[src/design/comparator_pkg.sv]
// Shared constants, types and register map for the comparator control block.
// Assumes a 32-bit APB master on the same clock as the block.
package comparator_pkg;

	// ----------------------------------------
	// Widths
	// ----------------------------------------
	localparam int ADDR_W = 8;
	localparam int DATA_W = 32;
	localparam int LEVEL_W = 10;
	localparam int CHAN_N = 8;
	localparam int CHAN_W = 3;

	// ----------------------------------------
	// Register offsets (byte addresses)
	// ----------------------------------------
	localparam logic [ADDR_W-1:0] CTRL_STATUS_OFS = 8'h30;
	localparam logic [ADDR_W-1:0] CONV_CTRL_B_OFS = 8'h34;
	localparam logic [ADDR_W-1:0] PIN_DISABLE_OFS = 8'h38;
	localparam logic [ADDR_W-1:0] IRQ_STATUS_OFS = 8'h3c;
	localparam logic [ADDR_W-1:0] IRQ_MASK_OFS = 8'h40;

	// ----------------------------------------
	// Field positions
	// ----------------------------------------
	localparam int POWER_OFF_BIT = 7;
	localparam int BANDGAP_BIT = 6;
	localparam int RESULT_BIT = 5;
	localparam int FLAG_BIT = 4;
	localparam int IRQ_EN_BIT = 3;
	localparam int CAPTURE_BIT = 2;
	localparam int MODE_LSB = 0;
	localparam int MUX_EN_BIT = 6;
	localparam int NEG_PIN_OFF_BIT = 1;
	localparam int POS_PIN_OFF_BIT = 0;
	localparam int EVENT_STAT_BIT = 0;

	// ----------------------------------------
	// Reset values
	// ----------------------------------------
	localparam logic [1:0] MODE_RESET = 2'h0;
	localparam logic [1:0] PIN_OFF_RESET = 2'h0;
	localparam logic IRQ_BIT_RESET = 1'b0;
	localparam logic [DATA_W-1:0] RDATA_RESET = 32'h0000_0000;

	// ----------------------------------------
	// Enumerations
	// ----------------------------------------
	typedef enum logic [1:0]
	{
		MODE_TOGGLE = 2'h0,
		MODE_RESERVED = 2'h1,
		MODE_FALL = 2'h2,
		MODE_RISE = 2'h3
	} event_mode_t;

	typedef enum logic [1:0]
	{
		APB_IDLE = 2'h1,
		APB_RESP = 2'h2
	} apb_state_t;

	// ----------------------------------------
	// Bus carriers
	// ----------------------------------------
	typedef struct packed
	{
		logic psel;
		logic penable;
		logic pwrite;
		logic [ADDR_W-1:0] paddr;
		logic [DATA_W-1:0] pwdata;
	} apb_req_t;

	typedef struct packed
	{
		logic pready;
		logic pslverr;
		logic [DATA_W-1:0] prdata;
	} apb_rsp_t;

endpackage

[src/design/level_sync.sv]
// Two-stage synchroniser for levels arriving from outside the clock domain.
// Assumes the source holds each level for at least two clock periods.
`timescale 1ns/10ps
module level_sync
	import comparator_pkg::*;
#(
	parameter int WIDTH = 1
)
(
	// Clock and reset
	input wire logic pclk,
	input wire logic presetn,
	// Levels
	input wire logic [WIDTH-1:0] async_in,
	output logic [WIDTH-1:0] sync_out
);

	logic [WIDTH-1:0] meta_r;

	// ----------------------------------------
	// First stage read only by second stage
	// ----------------------------------------
	always_ff @(posedge pclk or negedge presetn)
	begin
		if (!presetn)
		begin
			meta_r <= '0;
			sync_out <= '0;
		end
		else
		begin
			meta_r <= async_in;
			sync_out <= meta_r;
		end
	end

endmodule

[src/design/edge_detect.sv]
// Rising and falling detector on a synchronised level.
// Assumes the level is already in the pclk domain.
`timescale 1ns/10ps
module edge_detect
	import comparator_pkg::*;
(
	// Clock and reset
	input wire logic pclk,
	input wire logic presetn,
	// Level and edges
	input wire logic level,
	output logic rise,
	output logic fall
);

	logic prev_r;

	// ----------------------------------------
	// Value one clock earlier
	// ----------------------------------------
	always_ff @(posedge pclk or negedge presetn)
	begin
		if (!presetn)
			prev_r <= 1'b0;
		else
			prev_r <= level;
	end

	assign rise = level && !prev_r;
	assign fall = !level && prev_r;

endmodule

[src/design/comparator_ctrl.sv]
// Digital control around the on-chip analog comparator: input selection,
// result synchronisation, event detection, flag and interrupt, capture route,
// pin input disable, and an APB register slave.
// Assumes analog levels arrive as unsigned codes and converter state is on pclk.
//
// Overview of operation
// - Raw result is high when selected positive level exceeds selected negative level.
// - Negative side uses converter channel 0..7 when mux enabled and converter off.
// - Bandgap select replaces the positive pin by the fixed reference.
// - Readable result bit is the raw result after a two-flop synchroniser.
// - Mode 00 toggle, 01 reserved, 10 falling edge, 11 rising edge.
// - A matching result event sets the event flag, bit 4.
// - Flag clears on vector acknowledge or on writing one to it.
// - Interrupt request while flag, enable bit 3 and global enable are set.
// - Capture route bit 2 passes the result to timer capture front end.
// - Power-off bit 7 switches the comparator off at any time.
// - Each pin disable bit turns off its input buffer, pin reads zero.
//
// The APB interface to the registers was left to the implementer.
`timescale 1ns/10ps
module comparator_ctrl
	import comparator_pkg::*;
#(
	parameter logic [LEVEL_W-1:0] BANDGAP_LEVEL = 10'h1c2
)
(
	// Clock and reset
	input wire logic pclk,
	input wire logic presetn,
	// APB slave
	input wire apb_req_t apb_req,
	output apb_rsp_t apb_rsp,
	// Analog levels as codes
	input wire logic [LEVEL_W-1:0] positive_input_pin,
	input wire logic [LEVEL_W-1:0] negative_input_pin,
	input wire logic [CHAN_N-1:0][LEVEL_W-1:0] converter_input_pins,
	// Converter state
	input wire logic converter_enable,
	input wire logic [CHAN_W-1:0] converter_channel_select,
	// Core interrupt handshake
	input wire logic global_irq_enable,
	input wire logic irq_vector_taken,
	// Digital pin levels
	input wire logic [1:0] pin_digital_in,
	// Outputs to the device
	output logic comparator_result_raw,
	output logic comparator_powered,
	output logic capture_trigger,
	output logic comparator_irq_req,
	output logic irq,
	output logic [1:0] pin_read,
	output logic [1:0] pin_buffer_enable
);

	// ----------------------------------------
	// State
	// ----------------------------------------
	typedef struct packed
	{
		apb_state_t apb_state;
		apb_rsp_t rsp;
		logic power_off;
		logic bandgap_select;
		logic event_flag;
		logic irq_enable;
		logic capture_route;
		logic [1:0] event_mode;
		logic mux_enable;
		logic [1:0] pin_off;
		logic event_status;
		logic event_mask;
		logic irq;
		logic cmp_irq;
		logic capture;
		logic raw;
		logic [1:0] pin_read;
		logic [1:0] buf_en;
		logic powered;
	} state_t;

	state_t st_r;
	state_t st_nxt;

	// ----------------------------------------
	// Analog input selection
	// ----------------------------------------
	logic [LEVEL_W-1:0] pos_level;
	logic [LEVEL_W-1:0] neg_level;
	logic use_conv_mux;
	logic cmp_raw;

	always_comb
	begin
		use_conv_mux = st_r.mux_enable && !converter_enable;
		pos_level = st_r.bandgap_select ? BANDGAP_LEVEL : positive_input_pin;
		neg_level = use_conv_mux ? converter_input_pins[converter_channel_select] : negative_input_pin;
		cmp_raw = !st_r.power_off && (pos_level > neg_level);
	end

	// ----------------------------------------
	// Synchronisers and edge detection
	// ----------------------------------------
	logic result_sync;
	logic [1:0] pin_sync;
	logic res_rise;
	logic res_fall;

	level_sync #(.WIDTH(1)) u_result_sync
	(
		.pclk(pclk),
		.presetn(presetn),
		.async_in(cmp_raw),
		.sync_out(result_sync)
	);

	level_sync #(.WIDTH(2)) u_pin_sync
	(
		.pclk(pclk),
		.presetn(presetn),
		.async_in(pin_digital_in),
		.sync_out(pin_sync)
	);

	edge_detect u_edge
	(
		.pclk(pclk),
		.presetn(presetn),
		.level(result_sync),
		.rise(res_rise),
		.fall(res_fall)
	);

	// ----------------------------------------
	// Event selection
	// ----------------------------------------
	logic event_hit;

	always_comb
	begin
		case (event_mode_t'(st_r.event_mode))
			MODE_TOGGLE: event_hit = res_rise || res_fall;
			MODE_FALL: event_hit = res_fall;
			MODE_RISE: event_hit = res_rise;
			default: event_hit = 1'b0;
		endcase
	end

	// ----------------------------------------
	// Register decode
	// ----------------------------------------
	logic access_start;
	logic access_done;
	logic wr_done;
	logic rd_done;
	logic addr_hit;
	logic [DATA_W-1:0] rd_value;
	logic [7:0] ctrl_view;

	always_comb
	begin
		access_start = apb_req.psel && apb_req.penable && (st_r.apb_state == APB_IDLE);
		access_done = apb_req.psel && apb_req.penable && (st_r.apb_state == APB_RESP);
		wr_done = access_done && apb_req.pwrite;
		rd_done = access_done && !apb_req.pwrite;
		ctrl_view = {st_r.power_off, st_r.bandgap_select, result_sync, st_r.event_flag,
			st_r.irq_enable, st_r.capture_route, st_r.event_mode};
		addr_hit = 1'b1;
		rd_value = RDATA_RESET;
		case (apb_req.paddr)
			CTRL_STATUS_OFS: rd_value[7:0] = ctrl_view;
			CONV_CTRL_B_OFS: rd_value[MUX_EN_BIT] = st_r.mux_enable;
			PIN_DISABLE_OFS: rd_value[1:0] = st_r.pin_off;
			IRQ_STATUS_OFS: rd_value[EVENT_STAT_BIT] = st_r.event_status;
			IRQ_MASK_OFS: rd_value[EVENT_STAT_BIT] = st_r.event_mask;
			default: addr_hit = 1'b0;
		endcase
	end

	// ----------------------------------------
	// Next state
	// ----------------------------------------
	logic flag_clear;
	logic status_clear;

	always_comb
	begin
		st_nxt = st_r;
		flag_clear = irq_vector_taken;
		// Clear only what the read reported, so a later event is kept
		status_clear = rd_done && (apb_req.paddr == IRQ_STATUS_OFS) && st_r.rsp.prdata[EVENT_STAT_BIT];

		// Bus handshake: one wait cycle, answer registered
		case (st_r.apb_state)
			APB_IDLE:
			begin
				if (access_start)
				begin
					st_nxt.apb_state = APB_RESP;
					st_nxt.rsp.pready = 1'b1;
					st_nxt.rsp.pslverr = !addr_hit;
					st_nxt.rsp.prdata = apb_req.pwrite ? RDATA_RESET : rd_value;
				end
			end
			APB_RESP:
			begin
				st_nxt.apb_state = APB_IDLE;
				st_nxt.rsp.pready = 1'b0;
				st_nxt.rsp.pslverr = 1'b0;
			end
			default:
			begin
				st_nxt.apb_state = APB_IDLE;
				st_nxt.rsp.pready = 1'b0;
				st_nxt.rsp.pslverr = 1'b0;
			end
		endcase

		// Register writes take effect on the completing edge
		if (wr_done)
		begin
			case (apb_req.paddr)
				CTRL_STATUS_OFS:
				begin
					st_nxt.power_off = apb_req.pwdata[POWER_OFF_BIT];
					st_nxt.bandgap_select = apb_req.pwdata[BANDGAP_BIT];
					st_nxt.irq_enable = apb_req.pwdata[IRQ_EN_BIT];
					st_nxt.capture_route = apb_req.pwdata[CAPTURE_BIT];
					st_nxt.event_mode = apb_req.pwdata[MODE_LSB +: 2];
					flag_clear = flag_clear || apb_req.pwdata[FLAG_BIT];
				end
				CONV_CTRL_B_OFS: st_nxt.mux_enable = apb_req.pwdata[MUX_EN_BIT];
				PIN_DISABLE_OFS: st_nxt.pin_off = apb_req.pwdata[1:0];
				IRQ_MASK_OFS: st_nxt.event_mask = apb_req.pwdata[EVENT_STAT_BIT];
				default: st_nxt.mux_enable = st_r.mux_enable;
			endcase
		end

		// Set wins over clear
		st_nxt.event_flag = event_hit || (st_r.event_flag && !flag_clear);
		st_nxt.event_status = event_hit || (st_r.event_status && !status_clear);

		// Registered outputs
		st_nxt.cmp_irq = st_nxt.event_flag && st_nxt.irq_enable && global_irq_enable;
		st_nxt.irq = st_nxt.event_status && st_nxt.event_mask;
		st_nxt.capture = st_r.capture_route && result_sync;
		st_nxt.raw = cmp_raw;
		st_nxt.pin_read = pin_sync & ~st_r.pin_off;
		st_nxt.buf_en = ~st_r.pin_off;
		st_nxt.powered = !st_nxt.power_off;
	end

	// ----------------------------------------
	// State register
	// ----------------------------------------
	always_ff @(posedge pclk or negedge presetn)
	begin
		if (!presetn)
		begin
			st_r.apb_state <= APB_IDLE;
			st_r.rsp.pready <= 1'b0;
			st_r.rsp.pslverr <= 1'b0;
			st_r.rsp.prdata <= RDATA_RESET;
			st_r.power_off <= 1'b0;
			st_r.bandgap_select <= 1'b0;
			st_r.event_flag <= 1'b0;
			st_r.irq_enable <= 1'b0;
			st_r.capture_route <= 1'b0;
			st_r.event_mode <= MODE_RESET;
			st_r.mux_enable <= 1'b0;
			st_r.pin_off <= PIN_OFF_RESET;
			st_r.event_status <= IRQ_BIT_RESET;
			st_r.event_mask <= IRQ_BIT_RESET;
			st_r.irq <= 1'b0;
			st_r.cmp_irq <= 1'b0;
			st_r.capture <= 1'b0;
			st_r.raw <= 1'b0;
			st_r.pin_read <= 2'h0;
			st_r.buf_en <= 2'h3;
			st_r.powered <= 1'b1;
		end
		else
		begin
			st_r <= st_nxt;
		end
	end

	// ----------------------------------------
	// Outputs
	// ----------------------------------------
	assign apb_rsp = st_r.rsp;
	assign comparator_result_raw = st_r.raw;
	assign comparator_powered = st_r.powered;
	assign capture_trigger = st_r.capture;
	assign comparator_irq_req = st_r.cmp_irq;
	assign irq = st_r.irq;
	assign pin_read = st_r.pin_read;
	assign pin_buffer_enable = st_r.buf_en;
endmodule

[config.mk]
export PLATFORM = sky130hd
export DESIGN_NAME = comparator_ctrl
export DESIGN_NICKNAME = d
export VERILOG_FILES = /design/src/design/comparator_pkg.sv /design/src/design/level_sync.sv /design/src/design/edge_detect.sv /design/src/design/comparator_ctrl.sv
export SDC_FILE = /design/constraint.sdc
export NUM_CORES = 1
export LEC_CHECK = 0
export ABC_AREA = 1
export BUFFER_PORTS_ARGS = -buffer_cell sky130_fd_sc_hd__buf_2
export CAP_MARGIN = 30
export CORE_MARGIN = 2
export CORE_UTILIZATION = 39
export DETAILED_ROUTE_END_ITERATION = 10
export PLACE_DENSITY_LB_ADDON = 0.1
export SLEW_MARGIN = 5
export SYNTH_ARGS = -nofsm -noshare
export SYNTH_HDL_FRONTEND = slang
export SYNTH_HIERARCHICAL = 1
export SYNTH_SLANG_ARGS = --single-unit
[constraint.sdc]
create_clock -name pclk -period 1.9 [get_ports pclk]
set_clock_uncertainty 0.1 [all_clocks]
set_input_delay 0.38 -clock pclk [delete_from_list [all_inputs] [get_ports pclk]]
set_output_delay 0.38 -clock pclk [all_outputs]
set_load 0.02 [all_outputs]
Word level (Yosys, flattened, before mapping)
Index checks and enable logic that the tools add are counted.

word-level totals
  register bits after elaboration = 63
  input bits = 153
  output and inout bits = 43
  word-level logic and storage cells = 99

operators by class
  magnitude comparators = 2
  equality and inequality tests = 10
  muxes and demuxes = 24
  bitwise gates (word level) = 2
  reduce and logical (&&, ||, !) cells = 36

operators by type and width
  kind                                                                           count
  36-bit two-way mux                                                             1
  8-bit by 6-bit == test with 1-bit output (second input constant)               4
  10-bit binary-select mux with 3-bit select                                     1
  10-bit two-way mux                                                             3
  1-bit logical AND                                                              17
  4-bit two-way mux                                                              3
  10-bit greater-than comparator                                                 1
  1-bit zero test                                                                9
  8-bit by 7-bit == test with 1-bit output (second input constant)               1
  8-bit two-way mux                                                              1
  2-bit AND reduction                                                            4
  1-bit two-way mux                                                              7
  7-bit two-way mux                                                              1
  2-bit == test (second input constant)                                          3
  2-bit two-way mux                                                              3
  5-bit OR reduction                                                             1
  1-bit logical OR                                                               4
  3-bit by 4-bit less-than comparator with 1-bit output (second input constant)  1
  1-bit one-hot mux with 2 select lines                                          2
  1-bit one-hot mux with 4 select lines                                          1
  1-bit one-hot mux with 3 select lines                                          1
  2-bit AND                                                                      1
  2-bit by 1-bit == test with 1-bit output (second input constant)               1
  2-bit zero test                                                                1
  other kinds (2)                                                                2

Depth between registers and ports, before layout
Gate-level depths: netlist of run 1.

  word-level depth = 9
  gate-level depth with buffers = 18
  mapped depth without buffers = 16

Modules after synthesis
Netlist of run 1, hierarchy kept.

by module, submodules not included
  module                      instances  cells each  area each (um^2)  seq. area each (um^2)
  comparator_ctrl             1          467         2909.0            805.8
  level_sync (u_pin_sync)     1          4           100.1             100.1
  level_sync (u_result_sync)  1          2           50.0              50.0
  edge_detect                 1          5           40.0              25.0

Worst setup path after synthesis of run 1
Ideal clock, no wire load.

  path type = input to register
  from = input port converter_channel_select[0]
  to = register st_r (netlist bit comparator_result_raw)
  setup time = 79 ps
  data arrival time = 1951 ps
  required time = 1721 ps
  setup slack = -230 ps
  stages on the path = 16
  path buffers = 2
  cell sequence = buf_2 -> inv_1 -> buf_2 -> nand2_1 -> nand2_1 -> nand2_1 -> nand3_1 -> nand3_1 -> nand2_1 -> inv_1 -> ha_1 -> nand2_1 -> nor2_1 -> a21boi_0 -> nor2_1 -> nor2_1

on the way
  cells in the longest elaborated chain, start to end = 5

RTL lines
  item                                        RTL line                source
  start, declared                             comparator_ctrl.sv:39   input wire logic [CHAN_W-1:0] converter_channel_select,
  10-bit binary-select mux with 3-bit select  comparator_ctrl.sv:96   neg_level = use_conv_mux ? converter_input_pins[converter_channel_select] : negative_input_pin;
  10-bit two-way mux (implied by the code)    comparator_ctrl.sv:96
  10-bit two-way mux                          comparator_ctrl.sv:96
  10-bit greater-than comparator              comparator_ctrl.sv:97   cmp_raw = !st_r.power_off && (pos_level > neg_level);
  1-bit logical AND                           comparator_ctrl.sv:97
  named net cmp_raw                           comparator_ctrl.sv:90   logic cmp_raw;
  end signal, assigned                        comparator_ctrl.sv:283  st_r <= st_nxt;
  end, declared                               comparator_ctrl.sv:81   state_t st_r;

The timed path passes the listed nets, and every way through them passes these cells. The select of a mux whose other input is x is not followed.
A chain may end at the register's enable or synchronous reset.

Final worst setup path of run 1
  from = register st_r[13] (netlist bit)
  to = register u_result_sync.meta_r

on the way
  cells in the longest elaborated chain, start to end = 4

RTL lines
  item                            RTL line               source
  1-bit logical AND               comparator_ctrl.sv:94  use_conv_mux = st_r.mux_enable && !converter_enable;
  10-bit two-way mux              comparator_ctrl.sv:96
  10-bit greater-than comparator  comparator_ctrl.sv:97
  1-bit logical AND               comparator_ctrl.sv:97
  named net cmp_raw               comparator_ctrl.sv:90
  end signal, assigned            level_sync.sv:32       meta_r <= async_in;
  end, declared                   level_sync.sv:18       logic [WIDTH-1:0] meta_r;

The timed path passes the listed nets, and every way through them passes these cells.

==> impl_metrics.csv, run 1 <==
group,metric,value,unit
status,outcome,"complete, but fails checks",
status,violations,"setup timing",
power,total_leakage_power,0.002430,uW
synthesis,async_flop_share,1.000,
drt,vias,3374,
cells_and_area,syn2layout_area_growth,39.04,%
min_path,hold_end,"u_pin_sync/meta_r[0]",
sta,fin_crit,1921,ps
global_route,grt_pass1_vias,3158,
cells_and_area,finish.utilization,0.5576,
placed_design,dpl.hpwl,7289,um
cells_and_area,nets,787,
power,ir_worst_vdd,0.2447,mV
die,rows,32,
sta,setup_viol,2,
placed_design,place_inst,712,
min_path,holdPathStages,1,
synthesis,synth_seq_area_share,0.3165,
critical_path,endpoint_kind,"register",
cts,cts_tree,"done",
cts,clkSinkCount,39,
synthesis,synth_top_area_cell,"dfrtp_1",
synthesis,synth_cell_types,31,
cts,path_clk_slew,80,ps
die,die_area,8676,sq um
cts,cts_max_path_buffers,2,
drt,drt-total-wl,9129,um
drt,drt_iter0_drc,124,
synthesis,netlist_area,3099,sq um
sta,final.setup.worst_slack,-21.37,ps
synthesis,synth_area_per_cell,6.484,sq um
cells_and_area,final_cells,727,
cts,cts-root-buf,"clkbuf_8",
global_route,overflow,0,
placed_design,gp_congestion,0.8773,
drt,drtAntennaViolNets,0,
synthesis,synth_top_cell_area_share,0.2826,
critical_path,crit_type,"reg -> reg",
global_route,grt_use_total,0.2050,
global_route,grt_pass1_wl,14230,um
critical_path,start_kind,"register",
min_path,min-delay-start,"pin_digital_in[0]",
synthesis,netlist_instances,478,
drt,drcViolationCount,0,
run,drv_cap,0,
min_path,hold_class,"in -> reg",
cts,htreeDepth,2,
critical_path,r2r-end,"u_result_sync/meta_r",
power,p_per_area,444.7,nW/um^2
sta,finalHoldViolCount,0,
die,die_w,93.15,um
cells_and_area,antenna-diode-count,0,
drt,wl_per_cell,12.56,um
synthesis,ys_ff_latch,39,
cts,cts_buffers,5,
placed_design,port_buffers,146,
cells_and_area,final_cell_mix,"buf_2, nand2_1, nor2_1",
critical_path,critPathMaxFanout,5,
critical_path,critical_path_arrival,2000,ps
critical_path,rr_startpoint,"st_r[13]",
critical_path,r2r_cells,14,
global_route,grt_max_degree,30,
drt,via_per_inst,4.641,
die,core-area,7727,sq um
critical_path,cp.required,1970,ps
synthesis,synth.area.top_cells,"dfrtp_1, nand2_1, buf_4",
synthesis,synth_edf_count,0,
sta,max_freq,0.5205,GHz
global_route,antenna_found_initial,0,
sta,drv_slew,0,
cells_and_area,mostFrequentLayoutCell,"buf_2",
cts,clk_latency,280,ps
sta,hold_ws,94.34,ps
sta,rsz0062_at_grt,"true",
synthesis,synth_warnings,6,
sta,fin_crit_sh,1.011,
critical_path,cp-startpoint,"st_r[13]",
cells_and_area,drive_above_1_share,0.3792,
die,ios,196,
synthesis,ys.flop_type,"dfrtp_1",
die,initial_core_util,0.4011,
critical_path,r2r_slack,-20,ps
die,die_h,93.15,um
drt,firstDrtPassIters,4,
[critical path, stage by stage, from the launching register on]
cell and delay, ps:
dfrtp_1 360, inv_2 60, nor2_4 160, buf_6 170
nand3_2 80, nand2_2 70, inv_2 40, ha_4 210
nand2_2 70, inv_2 30, nor2_1 90, o21a_1 140
nand2_1 70, nor2_2 110, nor2_1 50
[cell type report]
| cell class | instances | area, sq um |
|---|---|---|
| Fill cell | 731 | 3418 |
| Multi-Input combinational cell | 347 | 1828 |
| Timing Repair Buffer | 169 | 1045 |
| Sequential cell | 39 | 980.9 |
| Inverter | 62 | 242.7 |
| Tap cell | 102 | 127.6 |
| Clock buffer | 6 | 72.57 |
| Clock inverter | 2 | 12.51 |
[metal layers]
| metal | vias to the layer above | share of wire | GRT usage |
|---|---|---|---|
| met2 | 126 | 0.50 | 0.3653 |
| met3 | 10 | 0.062 | 0.03707 |
| met4 | 0 | 0.012 | 0.04412 |
| met5 | - | 0 | 0 |
| met1 | 1516 | 0.43 | 0.2590 |
| li1 | 1722 | - | - |
[per-stage QoR]
step | setup WS (ps) | power [uW] | cell area (sq um) | setup TNS [ps]
after floorplan | -96.05 | 1148 | 3226 | -192.1
after global placement | -377.3 | 1324 | 3871 | -754.7
after detailed placement | -432.6 | 1325 | 3871 | -865.2
after CTS | -6.023 | 1905 | 4172 | -11.71
after global routing | -114.5 | 2025 | 4309 | -225.3
final | -21.37 | 1916 | 4309 | -42.00
[Yosys cell counts, types with 2 or more instances]
| cell | count |
|---|---|
| buf_2 | 7 |
| nor2_1 | 75 |
| dfstp_2 | 4 |
| buf_4 | 40 |
| clkbuf_1 | 6 |
| nand2_2 | 2 |
| clkinv_1 | 2 |
| nand4_1 | 3 |
| o211ai_1 | 11 |
| ha_1 | 10 |
| nand2_1 | 125 |
| a21oi_1 | 5 |
| o21ai_0 | 30 |
| inv_2 | 2 |
| o21bai_1 | 2 |
| dfrtp_1 | 35 |
| inv_1 | 58 |
| or2_2 | 5 |
| nand3_1 | 44 |
[worst max path at each step]
| stage | to | slack, ps | depth (start not counted) |
|---|---|---|---|
| 6_report | u_result_sync/meta_r | -20 | 14 |
| 5_1_grt | comparator_result_raw | -110 | 15 |
| 4_1_cts | comparator_result_raw | -6 | 13 |
| 3_5_place_dp | u_result_sync/meta_r | -430 | 15 |
| 3_3_place_gp | comparator_result_raw | -380 | 15 |
| 2_1_floorplan | comparator_result_raw | -100 | 16 |
[where the power goes]
part | internal, uW | total, uW | switching [uW] | leakage (uW)
Clock | 257 | 542 | 286 | 0.0000412
Combinational | 234 | 527 | 293 | 0.00190
Sequential | 842 | 847 | 4.96 | 0.000493
Total | 1330 | 1920 | 584 | 0.00243
[flip-flops by register name (all words and copies together), names as in the netlist]
name and flops:
ctrl_view 7, pin_buffer_enable 2, u_pin_sync/meta_r 2, u_result_sync/meta_r 1, comparator_result_raw 1, u_result_sync/sync_out 1
u_edge/prev_r 1, comparator_irq_req 1, apb_rsp 9, capture_trigger 1, st_r 7, irq 1
u_pin_sync/sync_out 2, comparator_powered 1, pin_read 2
[kinds of logic (layout without fill, tap and decap cells)]
| family | Yosys count | in the layout | synth area share |
|---|---|---|---|
| AOI/OAI and AO/OA | 51 | 51 | 0.09568 |
| buffers and inverters | 115 | 239 | 0.1906 |
| and+or+nand+nor | 262 | 262 | 0.3557 |
| DFF | 39 | 39 | 0.3165 |
| other | 1 | 24 | 0.001210 |
| adders and majority gates | 10 | 10 | 0.04037 |
[repair_timing]
| item | 4_1_cts | 5_1_grt |
|---|---|---|
| gates resized for setup | 43 | 26 |
| setup buffers | 0 | 1 |
| endpoints found under the hold margin | 14 | 0 |
| hold buffers | 1 | 0 |
| endpoints found under the setup margin | 2 | 2 |
| pin swaps | 18 | 20 |
| gates cloned | 3 | 2 |
No activity file was read; power rests on OpenSTA's default activity.
==> run 2, diff against run 1 <==
Settings changed: SYNTH_HIERARCHICAL 1 to not set.
==> impl_metrics.csv, run 2 <==
group,metric,value,unit
placed_design,dpl.hpwl,7320,um
global_route,grt_pass1_vias,3365,
sta,fin_crit_sh,1.078,
placed_design,place_inst,715,
global_route,grt_max_degree,39,
die,core-area,7727,sq um
cts,cts_max_path_buffers,2,
sta,drv_slew,0,
die,die_w,93.16,um
synthesis,netlist_area,3100,sq um
critical_path,endpoint_kind,"register",
die,die_area,8679,sq um
critical_path,crit_type,"in -> reg",
cts,cts_tree,"done",
synthesis,synth_edf_count,0,
synthesis,synth_cell_types,34,
synthesis,synth.area.top_cells,"dfrtp_1, nand2_1, buf_4",
die,ios,196,
sta,fin_tns_setup,-149.1,ps
run,drv_cap,0,
min_path,hold_class,"in -> async",
drt,firstDrtPassIters,4,
sta,fin_crit,2049,ps
drt,wl_per_cell,12.89,um
sta,finalHoldViolCount,0,
cells_and_area,final_cell_mix,"buf_2, nand2_1, nor2_1",
power,ir_worst_vdd,0.2707,mV
global_route,overflow,0,
drt,drcViolationCount,0,
synthesis,synth_warnings,0,
synthesis,async_flop_share,1.000,
critical_path,crit_chain,"buf_12 > clkinvlp_4 > buf_6 > buf_4 > o21ai_1 > nand3_1 > nand3_2 > nand2_2 > inv_2 > ha_4 > nand2_2 > nor2_4 > nand3_2 > o21ai_1 > inv_1 > nand2_1 > inv_1",
status,violations,"setup timing",
cts,cts_buffers,5,
sta,hold_ws,35.31,ps
sta,final.setup.worst_slack,-149.1,ps
cells_and_area,syn2layout_area_growth,40.27,%
cells_and_area,largest_reg_flops,9,
placed_design,port_buffers,146,
critical_path,critPathMaxFanout,6,
global_route,antenna_found_initial,0,
power,total_leakage_power,0.002423,uW
synthesis,ys.flop_type,"dfrtp_1",
critical_path,r2r_slack,-110,ps
cells_and_area,final_cells,731,
critical_path,critical_path_arrival,2140,ps
drt,drtAntennaViolNets,0,
critical_path,slowest_delay,200,ps
synthesis,netlist_instances,475,
synthesis,synth_top_area_cell,"dfrtp_1",
synthesis,ys_ff_latch,38,
placed_design,post-place-ws,-531.6,ps
cts,cts_hold_buf,0,
critical_path,cp_slowest_cell,"clkinvlp_4",
sta,setup_viol,1,
placed_design,gp_congestion,0.9102,
cts,clkSinkCount,38,
cells_and_area,drive_above_1_share,0.3863,
synthesis,synth_area_per_cell,6.527,sq um
cts,path_clk_slew,80,ps
synthesis,synth_seq_area_share,0.3083,
die,die_h,93.16,um
synthesis,yosys.cell_count.top_type,"nand2_1",
die,initial_core_util,0.4012,
synthesis,synth_common_cells,"nand2_1, nor2_1, inv_1, nand3_1, buf_4",
sta,max_freq,0.4880,GHz
drt,via_per_inst,4.692,
critical_path,cp.required,1990,ps
drt,drt_iter0_drc,134,
status,outcome,"complete, but fails checks",
drt,drt-total-wl,9424,um
cts,htreeDepth,2,
global_route,grt_use_total,0.2115,
cts,cts-root-buf,"clkbuf_8",
cells_and_area,antenna-diode-count,0,
critical_path,start_kind,"input port",
sta,rsz0062_at_grt,"true",
power,p_per_area,449.4,nW/um^2
cts,clk_latency,290,ps
cells_and_area,nets,793,
drt,vias,3430,
die,rows,32,
global_route,grt_pass1_wl,14740,um
synthesis,synth_top_cell_area_share,0.2744,
cells_and_area,mostFrequentLayoutCell,"buf_2",
## run 2: cell types whose count changed after synthesis, moves of 2 or more
cell	previous run	this run
nand3_1	44	41
nor3_1	1	4
nor2_1	75	73
o21ai_0	30	33
nand2_1	125	113
inv_1	58	60
ha_1	10	12
a21oi_1	5	8
o21ai_1	0	4
## run 2: metrics by stage
stage	util	area, sq um	total power [uW]
floorplan	-	3237	1141
global placement	0.5042	3896	1316
detailed placement	0.5042	3896	1319
CTS	0.5389	4164	1929
global route	0.5628	4349	2067
finish	0.5628	4349	1955
## run 2: logic make-up (layout without fill, tap and decap cells)
kind of cell | Yosys count | in the layout | share of synthesized area
AOI/OAI and AO/OA | 58 | 58 | 0.1045
buffers and inverters | 118 | 249 | 0.1953
other | 1 | 24 | 0.001209
DFF | 38 | 38 | 0.3083
adders and majority gates | 12 | 12 | 0.04842
and+or+nand+nor | 248 | 248 | 0.3422
## run 2: path summary, 6_finish.rpt
kind,startpoint,to,depth (start not counted)
hold / removal,presetn,u_edge.prev_r,2
hold reg to reg,u_pin_sync.meta_r[1],u_pin_sync.sync_out[1],0
setup / recovery,converter_channel_select[0],u_result_sync.meta_r,17
max in group asynchronous,presetn,pin_buffer_enable[0],2
setup reg to reg,st_r[13],u_result_sync.meta_r,15
min in group pclk,pin_digital_in[1],u_pin_sync.meta_r[1],1
## run 2: routing by layer
metal  vias up  wire length [um]  track usage
li1       1726                 -            -
met1      1525              3827       0.2451
met2       147              4626       0.3798
met3        32               592      0.04029
met4         0               378      0.08946
met5         -                 0            0
## run 2: layout make-up
| cell class | instances | area, sq um |
|---|---|---|
| repair buffers | 177 | 1079 |
| clock buffers | 6 | 82.58 |
| well taps | 102 | 127.6 |
| fillers | 796 | 3378 |
| flip-flops and latches | 38 | 955.9 |
| multi-input cells | 342 | 1841 |
| clock inverters | 2 | 12.51 |
| inverters | 64 | 251.5 |
## run 2: report_power, final
| part | leakage, uW | internal, uW | switching (uW) | total (uW) |
|---|---|---|---|---|
| Sequential | 0.000475 | 824 | 5.27 | 830 |
| Clock | 0.0000472 | 292 | 281 | 573 |
| Combinational | 0.00190 | 246 | 306 | 552 |
## run 2: what timing repair did
item	4_1_cts	5_1_grt
resized for setup	31	33
pin swaps	3	21
setup buffers	3	1
setup endpoints to repair	1	1
cloned	3	1
## run 2: worst max-delay path: cells and delay by family
| family | cells | cell delay [ps] |
|---|---|---|
| buffers and inverters | 7 | 760 |
| and+or+nand+nor | 7 | 600 |
| AOI/OAI and AO/OA | 2 | 260 |
| adders and majority gates | 1 | 120 |
==> run 3, diff against run 2 <==
Settings changed: CTS_BUF_LIST set to sky130_fd_sc_hd__clkbuf_16, SKIP_LAST_GASP set to 1.
==> impl_metrics.csv, run 3 (same netlist as run 2, synthesis figures left out) <==
group,metric,value,unit
status,outcome,"complete, but fails checks",
status,violations,"setup timing",
critical_path,crit_chain,"buf_12 > clkinvlp_4 > buf_6 > nor2_1 > nor2_1 > o21ai_0 > nand3_1 > nand3_2 > nand2_1 > inv_1 > ha_4 > nand2_4 > nor2_4 > nand3_2 > o21ai_1 > inv_1 > nand2_1 > inv_1",
critical_path,cp_common_cell,"inv_1",
global_route,grt_max_degree,39,
cts,cts-root-buf,"clkbuf_16",
placed_design,port_buffers,146,
die,core-area,7727,sq um
sta,fin_crit_sh,1.087,
sta,drv_slew,0,
drt,vias,3427,
sta,setup_viol,1,
cts,cts_tree,"done",
die,rows,32,
drt,wl_per_cell,12.77,um
global_route,grt_use_total,0.2125,
cells_and_area,final_cells,730,
power,power,2164,uW
die,die_area,8679,sq um
critical_path,start_kind,"input port",
cts,path_clk_slew,60,ps
power,p_per_area,495.6,nW/um^2
drt,via_per_inst,4.695,
cells_and_area,largest_reg_flops,9,
power,total_leakage_power,0.002439,uW
die,die_w,93.16,um
critical_path,cp.required,1980,ps
drt,drcViolationCount,0,
cts,clkSinkCount,38,
cells_and_area,syn2layout_area_growth,40.84,%
sta,fin_tns_setup,-166.2,ps
global_route,grt_pass1_wl,14710,um
critical_path,cp-startpoint,"converter_channel_select[0]",
critical_path,cp_slowest_cell,"ha_4",
critical_path,path_buf_inv,6,
global_route,antenna_found_initial,0,
die,ios,196,
drt,drt_iter0_drc,128,
cts,clk_latency,280,ps
run,drv_cap,0,
global_route,grt_pass1_vias,3379,
global_route,overflow,0,
sta,rsz0062_at_grt,"true",
critical_path,critPathMaxFanout,6,
sta,max_freq,0.4840,GHz
drt,drtAntennaViolNets,0,
placed_design,gp_congestion,0.9102,
cts,cts_max_path_buffers,2,
cells_and_area,nets,792,
cells_and_area,mostFrequentLayoutCell,"buf_2",
min_path,hold_class,"in -> async",
cells_and_area,antenna-diode-count,0,
die,die_h,93.16,um
power,ir_worst_vdd,0.2850,mV
cts,htreeDepth,2,
placed_design,place_inst,715,
critical_path,endpoint_kind,"register",
critical_path,critical_path_arrival,2140,ps
cells_and_area,drive_above_1_share,0.3790,
sta,finalHoldViolCount,0,
critical_path,crit_type,"in -> reg",
critical_path,rr_startpoint,"st_r[13]",
placed_design,post-place-ws,-531.6,ps
sta,final.setup.worst_slack,-166.2,ps
placed_design,dpl.hpwl,7320,um
drt,drt-total-wl,9325,um
cells_and_area,final_cell_mix,"buf_2, nand2_1, nor2_1",
cts,cts_buffers,5,
drt,firstDrtPassIters,6,
sta,fin_crit,2066,ps
die,initial_core_util,0.4012,
critical_path,crit_family,"simple AND/OR/NAND/NOR gates",
critical_path,slowest_delay,280,ps
run 3: final cells by class:
class	count	area, sq um
well taps	102	127.6
inverters	64	247.7
flip-flops and latches	38	955.9
multi-input cells	342	1821
repair buffers	176	1074
fillers	795	3361
clock inverters	3	16.27
clock buffers	5	125.1
run 3: repair_timing:
action / in CTS / in global routing
hold buffers: 0 / 0
buffers inserted: 3 / 1
gates cloned: 2 / 1
gates resized for setup: 23 / 36
pin swaps: 3 / 20
setup endpoints to repair: 1 / 1
run 3: worst register-to-register path: stages, from the launching register on:
cell and delay, ps:
dfrtp_1 340, inv_1 40, nor2_1 140, buf_6 180, buf_4 120, nand3_1 70, nand2_1 80, inv_2 50
ha_4 280, nand2_4 50, nor2_4 140, nand3_2 70, o21ai_1 140, inv_1 50, nand2_1 50, inv_1 30
run 3: where the power goes:
part | total, uW | internal (uW) | switching (uW)
clock network | 782 | 478 | 304
registers | 831 | 826 | 5.29
logic | 551 | 246 | 305
total | 2160 | 1550 | 614
run 3: metal layers:
metal	track usage	wire length, um
met1	0.2414	3682
met5	0	0
met3	0.04190	649
met4	0.08456	299
met2	0.3889	4693
run 3: path summary, 6_finish.rpt:
path	end	slack, ps	cells after the start
worst max-delay path	u_result_sync.meta_r	-170	18
worst min-delay path	st_r[56]	50	2
worst max register to register	u_result_sync.meta_r	-130	15
worst min register to register	u_pin_sync.sync_out[0]	250	0
max in group asynchronous	comparator_powered	1300	2
min in group pclk	u_pin_sync.meta_r[1]	110	1
run 3: stage by stage:
step             util  hold slack (ps)  cell area [sq um]
2_1_floorplan       -           -15.59               3237
3_5_place_dp   0.5042            237.9               3896
4_1_cts        0.5410            65.27               4180
3_3_place_gp   0.5042            235.3               3896
6_report       0.5651            49.52               4367
5_1_grt        0.5651            93.79               4367
